$ cat src/pkg/adc_seq_pkg.sv
package adc_seq_pkg;

   // ****************************************************************
   // timing of the conversion cycle
   // ****************************************************************
   localparam int          CLK_PERIOD_NS    = 25;
   localparam int          CNT_WIDTH        = 4;
   localparam int          RESULT_BITS      = 10;
   localparam logic [3:0]  CNT_RESET        = 4'h0;
   localparam logic [3:0]  CNT_FIRST        = 4'h1;
   localparam logic [3:0]  CNT_CALIB_LAST   = 4'h2;
   localparam logic [3:0]  CNT_SAMPLE       = 4'h3;
   localparam logic [3:0]  CNT_FIRST_BIT    = 4'h4;
   localparam logic [3:0]  CNT_LAST_BIT     = 4'hd;
   localparam logic [3:0]  CNT_REF_FREEZE   = 4'hd;
   localparam logic [3:0]  CNT_LAST         = 4'he;

   // ****************************************************************
   // values after reset
   // ****************************************************************
   localparam logic        DATA_RESET       = 1'b0;
   localparam logic        OE_N_RESET       = 1'b1;
   localparam logic        SYNC_RESET       = 1'b1;
   localparam logic        TRACK_RESET      = 1'b1;
   localparam logic        REFOK_RESET      = 1'b1;
   localparam logic [9:0]  CODE_RESET       = 10'h000;

   // ****************************************************************
   // types
   // ****************************************************************
   typedef enum logic [1:0] {
      SEQ_IDLE,
      SEQ_CONVERT
   } seq_state_type;

   typedef enum logic [1:0] {
      MODE_NONE,
      MODE_SINGLE_SHOT,
      MODE_SYNCHRONIZED,
      MODE_FREE_RUN
   } run_mode_type;

endpackage

$ cat src/logic/sar_register.sv
// ****************************************************************
// successive approximation register
// ****************************************************************
module sar_register #(
   parameter int WIDTH = 10
) (
   input  wire logic             clk_sys,
   input  wire logic             arst_n,
   input  wire logic             init,
   input  wire logic             step,
   input  wire logic             comp_high,
   output logic [WIDTH-1:0]      trial_code,
   output logic [WIDTH-1:0]      result_code
);

   logic [WIDTH-1:0] code_q;
   logic [WIDTH-1:0] code_d;
   logic [WIDTH-1:0] probe_q;
   logic [WIDTH-1:0] result_q;

   // one-hot pointer to the bit under test, msb first
   always_ff @(posedge clk_sys or negedge arst_n) begin
      if (!arst_n) begin
         probe_q <= '0;
      end else if (init) begin
         probe_q <= {1'b1, {(WIDTH-1){1'b0}}};
      end else if (step) begin
         probe_q <= probe_q >> 1;
      end
   end

   // keep or drop the tested bit; straight binary, zero at bottom
   generate
      for (genvar i = 0; i < WIDTH; i++) begin : g_bit
         always_comb begin
            if (probe_q[i]) begin
               code_d[i] = comp_high;
            end else begin
               code_d[i] = code_q[i];
            end
         end
      end
   endgenerate

   always_ff @(posedge clk_sys or negedge arst_n) begin
      if (!arst_n) begin
         code_q <= '0;
      end else if (init) begin
         code_q <= '0;
      end else if (step) begin
         code_q <= code_d;
      end
   end

   // finished code latched when the last bit is tested
   always_ff @(posedge clk_sys or negedge arst_n) begin
      if (!arst_n) begin
         result_q <= '0;
      end else if (step && probe_q[0]) begin
         result_q <= code_d;
      end
   end

   assign trial_code  = code_q | probe_q;
   assign result_code = result_q;

endmodule // sar_register

$ cat src/logic/serial_adc_conversion_sequencer.sv
// ****************************************************************
// conversion sequencer of a serial successive approximation converter
// ****************************************************************
module serial_adc_conversion_sequencer #(
   parameter int RESULT_WIDTH = 10
) (
   input  wire logic                     clk_sys,
   input  wire logic                     arst_n,
   input  wire logic                     conversion_request_n,
   input  wire logic                     comp_high,
   output logic                          serial_data,
   output logic                          serial_data_oe_n,
   output logic                          track_enable,
   output logic                          calib_active,
   output logic                          ref_change_ok,
   output logic [RESULT_WIDTH-1:0]       dac_code,
   output logic [RESULT_WIDTH-1:0]       result_code,
   output logic                          result_valid,
   output logic                          conv_start,
   output logic                          conv_busy,
   output logic [3:0]                    conv_clock,
   output adc_seq_pkg::run_mode_type     run_mode
);

   // ****************************************************************
   // declarations
   // ****************************************************************
   adc_seq_pkg::seq_state_type state_q;
   adc_seq_pkg::seq_state_type state_d;
   adc_seq_pkg::run_mode_type  mode_q;
   logic [3:0]                 cnt_q;
   logic [3:0]                 cnt_d;
   logic                       req_meta_q;
   logic                       req_sync_q;
   logic                       req_low;
   logic                       start_now;
   logic                       last_clock;
   logic                       chain_next;
   logic                       released_q;
   logic                       from_idle_q;
   logic                       data_q;
   logic                       oe_n_q;
   logic                       track_q;
   logic                       refok_q;
   logic                       start_q;
   logic                       valid_q;
   logic                       sar_init;
   logic                       sar_step;
   logic [RESULT_WIDTH-1:0]    trial_code;
   logic [RESULT_WIDTH-1:0]    sar_result;

   // ****************************************************************
   // helpers
   // ****************************************************************

   // true when the counter sits inside an inclusive span of clocks
   function automatic logic in_span(input logic [3:0] cnt,
                                    input logic [3:0] lo,
                                    input logic [3:0] hi);
      in_span = (cnt >= lo) && (cnt <= hi);
   endfunction

   // ****************************************************************
   // request input
   // ****************************************************************

   // request pin comes from another domain, so two flops first;
   // this costs two clocks of start latency, a fixed and known offset
   always_ff @(posedge clk_sys or negedge arst_n) begin
      if (!arst_n) begin
         req_meta_q <= adc_seq_pkg::SYNC_RESET;
         req_sync_q <= adc_seq_pkg::SYNC_RESET;
      end else begin
         req_meta_q <= conversion_request_n;
         req_sync_q <= req_meta_q;
      end
   end

   assign req_low = ~req_sync_q;

   // ****************************************************************
   // sequence decisions
   // ****************************************************************

   // idle with request low begins conversion clock one next edge
   assign start_now  = (state_q == adc_seq_pkg::SEQ_IDLE) && req_low;
   assign last_clock = (state_q == adc_seq_pkg::SEQ_CONVERT) &&
                       (cnt_q == adc_seq_pkg::CNT_LAST);
   // request still low at clock fourteen chains the next cycle
   assign chain_next = last_clock && req_low;

   // next state: mode depends only on how the request line is used
   always_comb begin
      state_d = state_q;
      unique case (state_q)
         adc_seq_pkg::SEQ_IDLE: begin
            if (start_now) begin
               state_d = adc_seq_pkg::SEQ_CONVERT;
            end
         end
         adc_seq_pkg::SEQ_CONVERT: begin
            if (last_clock && !req_low) begin
               state_d = adc_seq_pkg::SEQ_IDLE;
            end
         end
         default: begin
            state_d = adc_seq_pkg::SEQ_IDLE;
         end
      endcase
   end

   always_ff @(posedge clk_sys or negedge arst_n) begin
      if (!arst_n) begin
         state_q <= adc_seq_pkg::SEQ_IDLE;
      end else begin
         state_q <= state_d;
      end
   end

   // ****************************************************************
   // conversion clock counter, one to fourteen
   // ****************************************************************

   // counter restarts at one on a start or a chained cycle
   always_comb begin
      if (start_now || chain_next) begin
         cnt_d = adc_seq_pkg::CNT_FIRST;
      end else if (last_clock) begin
         cnt_d = adc_seq_pkg::CNT_RESET;
      end else if (state_q == adc_seq_pkg::SEQ_CONVERT) begin
         cnt_d = cnt_q + 4'h1;
      end else begin
         cnt_d = adc_seq_pkg::CNT_RESET;
      end
   end

   always_ff @(posedge clk_sys or negedge arst_n) begin
      if (!arst_n) begin
         cnt_q <= adc_seq_pkg::CNT_RESET;
      end else begin
         cnt_q <= cnt_d;
      end
   end

   // ****************************************************************
   // track and hold, calibration and reference window
   // ****************************************************************

   // tracking from clock fourteen until the end of clock three
   always_ff @(posedge clk_sys or negedge arst_n) begin
      if (!arst_n) begin
         track_q <= adc_seq_pkg::TRACK_RESET;
      end else if (state_q == adc_seq_pkg::SEQ_CONVERT &&
                   cnt_q == adc_seq_pkg::CNT_SAMPLE) begin
         track_q <= 1'b0;
      end else if (state_q == adc_seq_pkg::SEQ_CONVERT &&
                   cnt_q == adc_seq_pkg::CNT_LAST_BIT) begin
         track_q <= 1'b1;
      end
   end

   // references may move from end of clock thirteen to end of three;
   // only advisory, the host owns the ladder itself
   always_ff @(posedge clk_sys or negedge arst_n) begin
      if (!arst_n) begin
         refok_q <= adc_seq_pkg::REFOK_RESET;
      end else if (state_q == adc_seq_pkg::SEQ_CONVERT &&
                   cnt_q == adc_seq_pkg::CNT_SAMPLE) begin
         refok_q <= 1'b0;
      end else if (state_q == adc_seq_pkg::SEQ_CONVERT &&
                   cnt_q == adc_seq_pkg::CNT_REF_FREEZE) begin
         refok_q <= 1'b1;
      end
   end

   // offset calibration runs during clocks one and two
   assign calib_active = (state_q == adc_seq_pkg::SEQ_CONVERT) &&
                         in_span(cnt_q, adc_seq_pkg::CNT_FIRST, adc_seq_pkg::CNT_CALIB_LAST);

   // ****************************************************************
   // approximation engine
   // ****************************************************************

   // init as the sample is frozen, then one trial per clock
   assign sar_init = (state_q == adc_seq_pkg::SEQ_CONVERT) &&
                     (cnt_q == adc_seq_pkg::CNT_SAMPLE);
   assign sar_step = (state_q == adc_seq_pkg::SEQ_CONVERT) &&
                     in_span(cnt_q, adc_seq_pkg::CNT_FIRST_BIT, adc_seq_pkg::CNT_LAST_BIT);

   sar_register #(
      .WIDTH       (RESULT_WIDTH)
   ) u_sar (
      .clk_sys     (clk_sys),
      .arst_n      (arst_n),
      .init        (sar_init),
      .step        (sar_step),
      .comp_high   (comp_high),
      .trial_code  (trial_code),
      .result_code (sar_result)
   );

   // ****************************************************************
   // serial data output
   // ****************************************************************

   // each bit decided at the end of clocks four..thirteen is shown the
   // next clock, so the lsb stands only during clock fourteen
   always_ff @(posedge clk_sys or negedge arst_n) begin
      if (!arst_n) begin
         data_q <= adc_seq_pkg::DATA_RESET;
      end else if (sar_step) begin
         data_q <= comp_high;
      end else begin
         data_q <= 1'b0;
      end
   end

   // driver on from the start, off only if released at clock fourteen;
   // a chained cycle keeps it on, so free run never floats
   always_ff @(posedge clk_sys or negedge arst_n) begin
      if (!arst_n) begin
         oe_n_q <= adc_seq_pkg::OE_N_RESET;
      end else if (start_now) begin
         oe_n_q <= 1'b0;
      end else if (last_clock && !req_low) begin
         oe_n_q <= 1'b1;
      end
   end

   // ****************************************************************
   // observed mode of use
   // ****************************************************************

   // sticky: request seen high during the running cycle
   // set wins over the clear when both fall in one clock
   always_ff @(posedge clk_sys or negedge arst_n) begin
      if (!arst_n) begin
         released_q <= 1'b0;
      end else if (state_q == adc_seq_pkg::SEQ_CONVERT && !req_low) begin
         released_q <= 1'b1;
      end else if (start_now || chain_next) begin
         released_q <= 1'b0;
      end
   end

   // remembers whether the running cycle began from idle
   always_ff @(posedge clk_sys or negedge arst_n) begin
      if (!arst_n) begin
         from_idle_q <= 1'b0;
      end else if (start_now) begin
         from_idle_q <= 1'b1;
      end else if (chain_next) begin
         from_idle_q <= 1'b0;
      end
   end

   // classify at clock fourteen and again at a start from idle after a single shot that began from idle; nothing here steers the sequence
   always_ff @(posedge clk_sys or negedge arst_n) begin
      if (!arst_n) begin
         mode_q <= adc_seq_pkg::MODE_NONE;
      end else if (last_clock) begin
         if (!req_low) begin
            mode_q <= adc_seq_pkg::MODE_SINGLE_SHOT;
         end else if (released_q) begin
            mode_q <= adc_seq_pkg::MODE_SYNCHRONIZED;
         end else begin
            mode_q <= adc_seq_pkg::MODE_FREE_RUN;
         end
      end else if (start_now && mode_q == adc_seq_pkg::MODE_SINGLE_SHOT && from_idle_q) begin
         mode_q <= adc_seq_pkg::MODE_SYNCHRONIZED;
      end
   end

   // ****************************************************************
   // status pulses
   // ****************************************************************

   // start pulse marks conversion clock one, valid marks fresh result
   always_ff @(posedge clk_sys or negedge arst_n) begin
      if (!arst_n) begin
         start_q <= 1'b0;
         valid_q <= 1'b0;
      end else begin
         start_q <= start_now || chain_next;
         valid_q <= sar_step && (cnt_q == adc_seq_pkg::CNT_LAST_BIT);
      end
   end

   // ****************************************************************
   // outputs
   // ****************************************************************
   assign serial_data      = data_q;
   assign serial_data_oe_n = oe_n_q;
   assign track_enable     = track_q;
   assign ref_change_ok    = refok_q;
   assign dac_code         = trial_code;
   assign result_code      = sar_result;
   assign result_valid     = valid_q;
   assign conv_start       = start_q;
   assign conv_busy        = (state_q == adc_seq_pkg::SEQ_CONVERT);
   assign conv_clock       = cnt_q;
   assign run_mode         = mode_q;

endmodule // serial_adc_conversion_sequencer

$ cat config.mk
export PLATFORM = sky130hd
export DESIGN_NAME = serial_adc_conversion_sequencer
export DESIGN_NICKNAME = d
export VERILOG_FILES = /design/src/pkg/adc_seq_pkg.sv /design/src/logic/sar_register.sv /design/src/logic/serial_adc_conversion_sequencer.sv
export SDC_FILE = /design/constraint.sdc
export NUM_CORES = 1
export LEC_CHECK = 0
export BUFFER_PORTS_ARGS = -buffer_cell sky130_fd_sc_hd__buf_4
export CAP_MARGIN = 30
export CORE_AREA = 2 2 65 67
export CTS_CLUSTER_SIZE = 10
export DETAILED_ROUTE_END_ITERATION = 10
export DIE_AREA = 0 0 67 69
export HOLD_SLACK_MARGIN = 0.1
export PLACE_DENSITY = 0.79
export SYNTH_ARGS = -nofsm -noshare
export SYNTH_HDL_FRONTEND = slang
export SYNTH_SLANG_ARGS = --single-unit
export TNS_END_PERCENT = 20
$ cat constraint.sdc
create_clock -name clk_sys -period 2.1 [get_ports clk_sys]
set_input_delay 0.21 -clock clk_sys [delete_from_list [all_inputs] [get_ports clk_sys]]
set_output_delay 0.21 -clock clk_sys [all_outputs]
set_load 0.05 [all_outputs]
### After elaboration in Yosys (flattened, before gate mapping)

Cells that the tools add are included.

* word-level logic and storage cells: 86
* bits of input ports: 4
* register bits after elaboration: 47
* output and inout bits: 34

* $add $sub $neg: 1
* reduce and logical (&&, ||, !) cells: 24
* bitwise operators: 2
* muxes and demuxes: 33
* $lt $le $gt $ge: 4
* eq/ne operators: 7

Operators by type and width (count)
* 10-bit 2-to-1 mux: 4
* 1-bit 2-to-1 mux: 20
* 1-bit logical AND: 15
* 4-bit 2-to-1 mux: 3
* 2-bit nonzero test: 6
* 2-bit 2-to-1 mux: 5
* 10-bit OR: 1
* 4-bit == test (second input constant): 2
* 4-bit by 1-bit adder with 4-bit output (second input constant): 1
* 2-bit by 1-bit == test with 1-bit output (second input constant): 2
* 4-bit by 2-bit == test with 1-bit output (second input constant): 1
* 4-bit by 1-bit >= comparator with 1-bit output (second input constant): 1
* 4-bit by 3-bit >= comparator with 1-bit output (second input constant): 1
* 4-bit by 2-bit less-or-equal comparator with 1-bit output (second input constant): 1
* 4-bit less-or-equal comparator (second input constant): 1
* 2-bit one-hot mux with 2 select lines: 1
* 2-bit zero test: 1
* 2-bit by 1-bit inequality test with 1-bit output (second input constant): 1
* 2-bit inequality test (second input constant): 1
* 2-bit AND reduction: 1
* 1-bit logical OR: 1
* 1-bit inverter: 1

### Longest topological paths before layout

* depth after elaboration: 6
* depth in mapped cells: 6

### Modules after synthesis

From an unflattened synthesis, not the netlist that was laid out.

* cells, all modules: 196
* area total of the unflattened synthesis: 2223.4 um2

By module, submodules not included
* sar_register: area an instance 1495.2 um2, instances 1, cells each 130, sequential area each 750.7 um2
* serial_adc_conversion_sequencer: area an instance 728.2 um2, instances 1, cells each 66, sequential area each 405.4 um2

### Least setup slack after synthesis

OpenSTA, ideal clock, no wires.

* kind: register to output
* start point: register cnt_q[0] (netlist: conv_clock[0])
* end point: output port calib_active
* required time: 1890 ps
* arrival: 2790 ps
* stages on the path, launching flop included: 6
* buffers on the path: 0
* slack: -900 ps
* path through: dfrtp_1 -> inv_1 -> ha_1 -> inv_1 -> o22ai_1 -> nor4b_1

* cells in the longest elaborated chain, start to end: 3
* elaborated cells between the ends (all ways): 4

RTL lines
* from (decl): line serial_adc_conversion_sequencer.sv:31 `logic [3:0] cnt_q;`
* from (signal assigned): line serial_adc_conversion_sequencer.sv:139 `cnt_q <= adc_seq_pkg::CNT_RESET;`
* from (signal assigned): line serial_adc_conversion_sequencer.sv:141 `cnt_q <= cnt_d;`
* 4-bit by 1-bit >= comparator with 1-bit output or 4-bit by 2-bit less-or-equal comparator with 1-bit output (tied branches): line serial_adc_conversion_sequencer.sv:60 `in_span = (cnt >= lo) && (cnt <= hi);`
* 1-bit logical AND (*): line serial_adc_conversion_sequencer.sv:60
* 1-bit logical AND (*): line serial_adc_conversion_sequencer.sv:177 `assign calib_active = (state_q == adc_seq_pkg::SEQ_CONVERT) &&`
* to (decl): line serial_adc_conversion_sequencer.sv:14 `output logic calib_active,`

Mark *: on every way between the ends. The rest lies on a longest branch, timed or not.

### Worst setup path in the final report

* start point: register cnt_q[1] (netlist: conv_clock[1])
* end point: register u_sar.result_q[2] (netlist: u_sar.result_code[2])

* cells in the longest elaborated chain, start to end: 4
* elaborated cells between the ends (all ways): 5

RTL lines
* 4-bit by 3-bit >= comparator with 1-bit output or 4-bit less-or-equal comparator (tied branches): line serial_adc_conversion_sequencer.sv:60
* 1-bit logical AND (*): line serial_adc_conversion_sequencer.sv:60
* 1-bit logical AND (*): line serial_adc_conversion_sequencer.sv:187 `assign sar_step = (state_q == adc_seq_pkg::SEQ_CONVERT) &&`
* 1-bit logical AND (*): line sar_register.sv:59 `end else if (step && probe_q[0]) begin`
* to (signal assigned): line sar_register.sv:60 `result_q <= code_d;`
* to (decl): line sar_register.sv:19 `logic [WIDTH-1:0] result_q;`

Marks and branches as above.
A chain may end at the register's enable or synchronous reset.

==> flow_results.xml <==
<?xml version="1.0" encoding="UTF-8"?>
<metrics>
  <group name="timing">
    <metric name="report.final.setup_viol" unit="">0</metric>
    <metric name="post-route-min-period" unit="ns">1.92</metric>
    <metric name="hold_viol_final" unit="">0</metric>
    <metric name="worst_hold_slack" unit="ns">0.265</metric>
    <metric name="layout_setup_ws" unit="ns">0.176</metric>
    <metric name="worstMarginPinSlew" unit="ns">0.558</metric>
    <metric name="fmax" unit="MHz">520</metric>
    <metric name="slew_viol_final" unit="">0</metric>
    <metric name="setup_total_negative_slack" unit="ns">0</metric>
    <metric name="finClkSkew" unit="ns">0.00668</metric>
    <metric name="max-slew-margin-rel" unit="">0.628</metric>
    <metric name="grt_setup_unrepaired" unit="">false</metric>
    <metric name="final_min_period_over_clock_period" unit="">0.916</metric>
  </group>
  <group name="grt">
    <metric name="grt_overflow_total" unit="">0</metric>
    <metric name="largest_net_degree_at_the_start_of_global_routing" unit="">47</metric>
    <metric name="antenna_found_initial" unit="">0</metric>
    <metric name="grt_pass1_vias" unit="">1489</metric>
    <metric name="grtUsageTotal" unit="">0.198</metric>
    <metric name="grt_first_pass_wirelength" unit="um">7040</metric>
  </group>
  <group name="layout">
    <metric name="multiInputGateArea" unit="um^2">877</metric>
    <metric name="regArea" unit="um^2">1160</metric>
    <metric name="synthToLayoutAreaGrowth" unit="%">19.6</metric>
    <metric name="final_common_cell" unit="">sky130_fd_sc_hd__dfrtp_1</metric>
    <metric name="final.fill_count" unit="">312</metric>
    <metric name="drive_gt1_frac" unit="">0.426</metric>
    <metric name="layout_common_cells" unit="">sky130_fd_sc_hd__dfrtp_1, sky130_fd_sc_hd__buf_4, sky130_fd_sc_hd__nand2_1</metric>
    <metric name="antenna_cells" unit="">0</metric>
    <metric name="num-nets-final" unit="">216</metric>
  </group>
  <group name="cts">
    <metric name="clock_sinks" unit="">46</metric>
    <metric name="cts_repair_resize_count" unit="">0</metric>
    <metric name="total_cts_buffers" unit="">5</metric>
    <metric name="clk_path_buf_depth" unit="">2</metric>
    <metric name="cts-htree-levels" unit="">2</metric>
    <metric name="clock_latency_reported_for_the_late_side_of_the_worst_skew_pair" unit="ns">0.30</metric>
    <metric name="clk_pin_slew_worst_paths" unit="ns">0.08</metric>
    <metric name="tritoncts" unit="">yes</metric>
    <metric name="ctsRootBufferMaster" unit="">sky130_fd_sc_hd__clkbuf_8</metric>
  </group>
  <group name="logic_synthesis">
    <metric name="mappedNetlistNets" unit="">178</metric>
    <metric name="netlist-cell-type-count" unit="">32</metric>
    <metric name="synthesis.instances" unit="">170</metric>
    <metric name="synth.avg_cell_area" unit="um^2">12.4</metric>
    <metric name="ys_seq_area_frac" unit="">0.548</metric>
    <metric name="synth-warning-count" unit="">0</metric>
    <metric name="synth_top_flop_cell" unit="">sky130_fd_sc_hd__dfrtp_1</metric>
    <metric name="synth_area" unit="um^2">2110</metric>
    <metric name="async_flop_share" unit="">1.00</metric>
    <metric name="register_bit_total_from_synthesis" unit="">46</metric>
    <metric name="synth_edf_count" unit="">0</metric>
  </group>
  <group name="placement">
    <metric name="detailedPlacementHpwl" unit="um">2790</metric>
    <metric name="pre_cts_slack" unit="ns">0.200</metric>
    <metric name="io_buffer_count" unit="">37</metric>
    <metric name="routabilityCongestion" unit="">0.859</metric>
  </group>
  <group name="detailed_routing">
    <metric name="initialDrtViolationCount" unit="">46</metric>
    <metric name="route.detailed.drc" unit="">0</metric>
    <metric name="wl_per_cell" unit="um">15.7</metric>
    <metric name="highest_layer" unit="">met4</metric>
    <metric name="dr_wl_met3" unit="um">200</metric>
    <metric name="wl_met2" unit="um">2170</metric>
    <metric name="routed_via_count_divided_by_cell_count" unit="">5.47</metric>
    <metric name="routed-via-count" unit="">1417</metric>
    <metric name="detail-route-antenna-nets" unit="">0</metric>
    <metric name="route.layer.met1.wl" unit="um">1630</metric>
    <metric name="routed_wl" unit="um">4060</metric>
    <metric name="drtPass1Iterations" unit="">6</metric>
  </group>
  <group name="min_path">
    <metric name="worstHoldPathCells" unit="">2</metric>
    <metric name="worstHoldPathType" unit="">in2reg</metric>
    <metric name="worst_hold_path.endpoint" unit="">u_sar.result_code[0]</metric>
    <metric name="min_from" unit="">comp_high</metric>
  </group>
  <group name="setup_path">
    <metric name="reg2reg_from" unit="">conv_clock[1]</metric>
    <metric name="ff2ff_setup_slack" unit="ns">0.18</metric>
    <metric name="critical_path_required" unit="ns">2.28</metric>
    <metric name="critPathMaxFanout" unit="">11</metric>
    <metric name="crit_path_start_kind" unit="">flop</metric>
    <metric name="cpMaxStageDelayCell" unit="">sky130_fd_sc_hd__dfrtp_1</metric>
    <metric name="cp.buffers_inverters" unit="">1</metric>
    <metric name="cpPeakStageDelay" unit="ns">0.43</metric>
    <metric name="crit_cells" unit="">5</metric>
    <metric name="worstPathCellList" unit="">inv_1 -&gt; ha_1 -&gt; nand4bb_1 -&gt; and3_4 -&gt; mux2_4</metric>
    <metric name="rr_worst_depth" unit="">5</metric>
    <metric name="critPathCaptureType" unit="">flop</metric>
    <metric name="cp_top_family" unit="">simple AND/OR/NAND/NOR gates</metric>
    <metric name="worst_r2r_endpoint" unit="">u_sar.result_code[2]</metric>
    <metric name="data_arrival_time_of_the_worst_path" unit="ns">2.10</metric>
    <metric name="timing.setup.critical_path_class" unit="">reg2reg</metric>
  </group>
  <group name="status">
    <metric name="run_status" unit="">finished, final reports clean</metric>
  </group>
  <group name="die">
    <metric name="design.die.area" unit="um^2">4620</metric>
    <metric name="initial_core_util" unit="">0.539</metric>
    <metric name="die_w" unit="um">67</metric>
    <metric name="die-height" unit="um">69</metric>
    <metric name="row_count" unit="">23</metric>
    <metric name="core_box_area" unit="um^2">3910</metric>
    <metric name="i_o_pin_cnt" unit="">38</metric>
  </group>
  <group name="job">
    <metric name="maxCapViolations" unit="">0</metric>
  </group>
</metrics>
## how the worst max path moves through the flow
stage             startpoint  slack (ns)                   end
2_1_floorplan  conv_clock[0]        0.07          calib_active
3_3_place_gp   conv_clock[1]        0.30  u_sar.result_code[0]
3_5_place_dp   conv_clock[1]        0.20  u_sar.result_code[2]
4_1_cts        conv_clock[1]        0.17  u_sar.result_code[2]
5_1_grt        conv_clock[1]        0.06  u_sar.result_code[6]
6_report       conv_clock[1]        0.18  u_sar.result_code[2]
## area by class of cell
class                           instances  share of cell area
Sequential cell                        46               0.458
Multi-Input combinational cell        106               0.348
Timing Repair Buffer                   42               0.127
Clock buffer                            8              0.0317
Tap cell                               50              0.0248
Inverter                                7              0.0104
## worst reg2reg max path: stages (launching register included)
cell and delay, ns:
sky130_fd_sc_hd__dfrtp_1 0.43, sky130_fd_sc_hd__inv_1 0.11, sky130_fd_sc_hd__ha_1 0.21, sky130_fd_sc_hd__nand4bb_1 0.37, sky130_fd_sc_hd__and3_4 0.38, sky130_fd_sc_hd__mux2_4 0.32
## per-stage QoR
stage,utilization,cells,area (um^2)
6_report,0.645,259,2520
2_1_floorplan,-,170,2120
3_5_place_dp,0.619,249,2420
5_1_grt,0.645,259,2520
4_1_cts,0.645,259,2520
3_3_place_gp,0.619,249,2420
## flip-flops by register name, indices dropped and copies added (netlist names)
name               cells
conv_clock             4
conv_start             1
from_idle_q            1
ref_change_ok          1
released_q             1
req_meta_q             1
req_sync_q             1
result_valid           1
run_mode               2
serial_data            1
serial_data_oe_n       1
state_q                1
u_sar.code_q          10
u_sar.probe_q         10
u_sar.result_code     10
## cells by family after synthesis
logic type	synth area share
and+or+nand+nor	0.136
DFF	0.548
muxes	0.170
AOI/OAI and AO/OA	0.0706
buffers and inverters	0.0433
adders and majority gates	0.0237
xor gates and xnor gates	0.00831
## routing by layer
metal	track usage	vias up
met3	0.0587	9
met5	0	-
met2	0.341	33
met4	0.0499	0
li1	-	668
met1	0.237	707
## cell usage after synthesis, drive strengths merged, types with 2 or more instances
cell type,number,share of area
nand2,16,0.030
and4,2,0.0083
a31o,9,0.037
inv,7,0.012
o21ai,2,0.0047
and3,11,0.035
mux2i,11,0.052
nand4bb,2,0.011
or2,10,0.030
dfrtp,42,0.50
buf,7,0.024
mux2,19,0.12
o22ai,3,0.0089
o21a,2,0.0071
nand3,3,0.0071
a21oi,2,0.0047
dfstp,4,0.050
clkbuf,4,0.0071
ha,4,0.024
nor2,4,0.0071
## timing repair
action                                 in CTS  in global routing
buffers inserted                            0                  0
hold buffers                                2                  0
setup endpoints to repair                   0                  0
endpoints found under the hold margin      43                  0
Power is left out: the tool's default activity adds up to more than one toggle a clock period on the data nets, which glitch-free logic cannot reach.
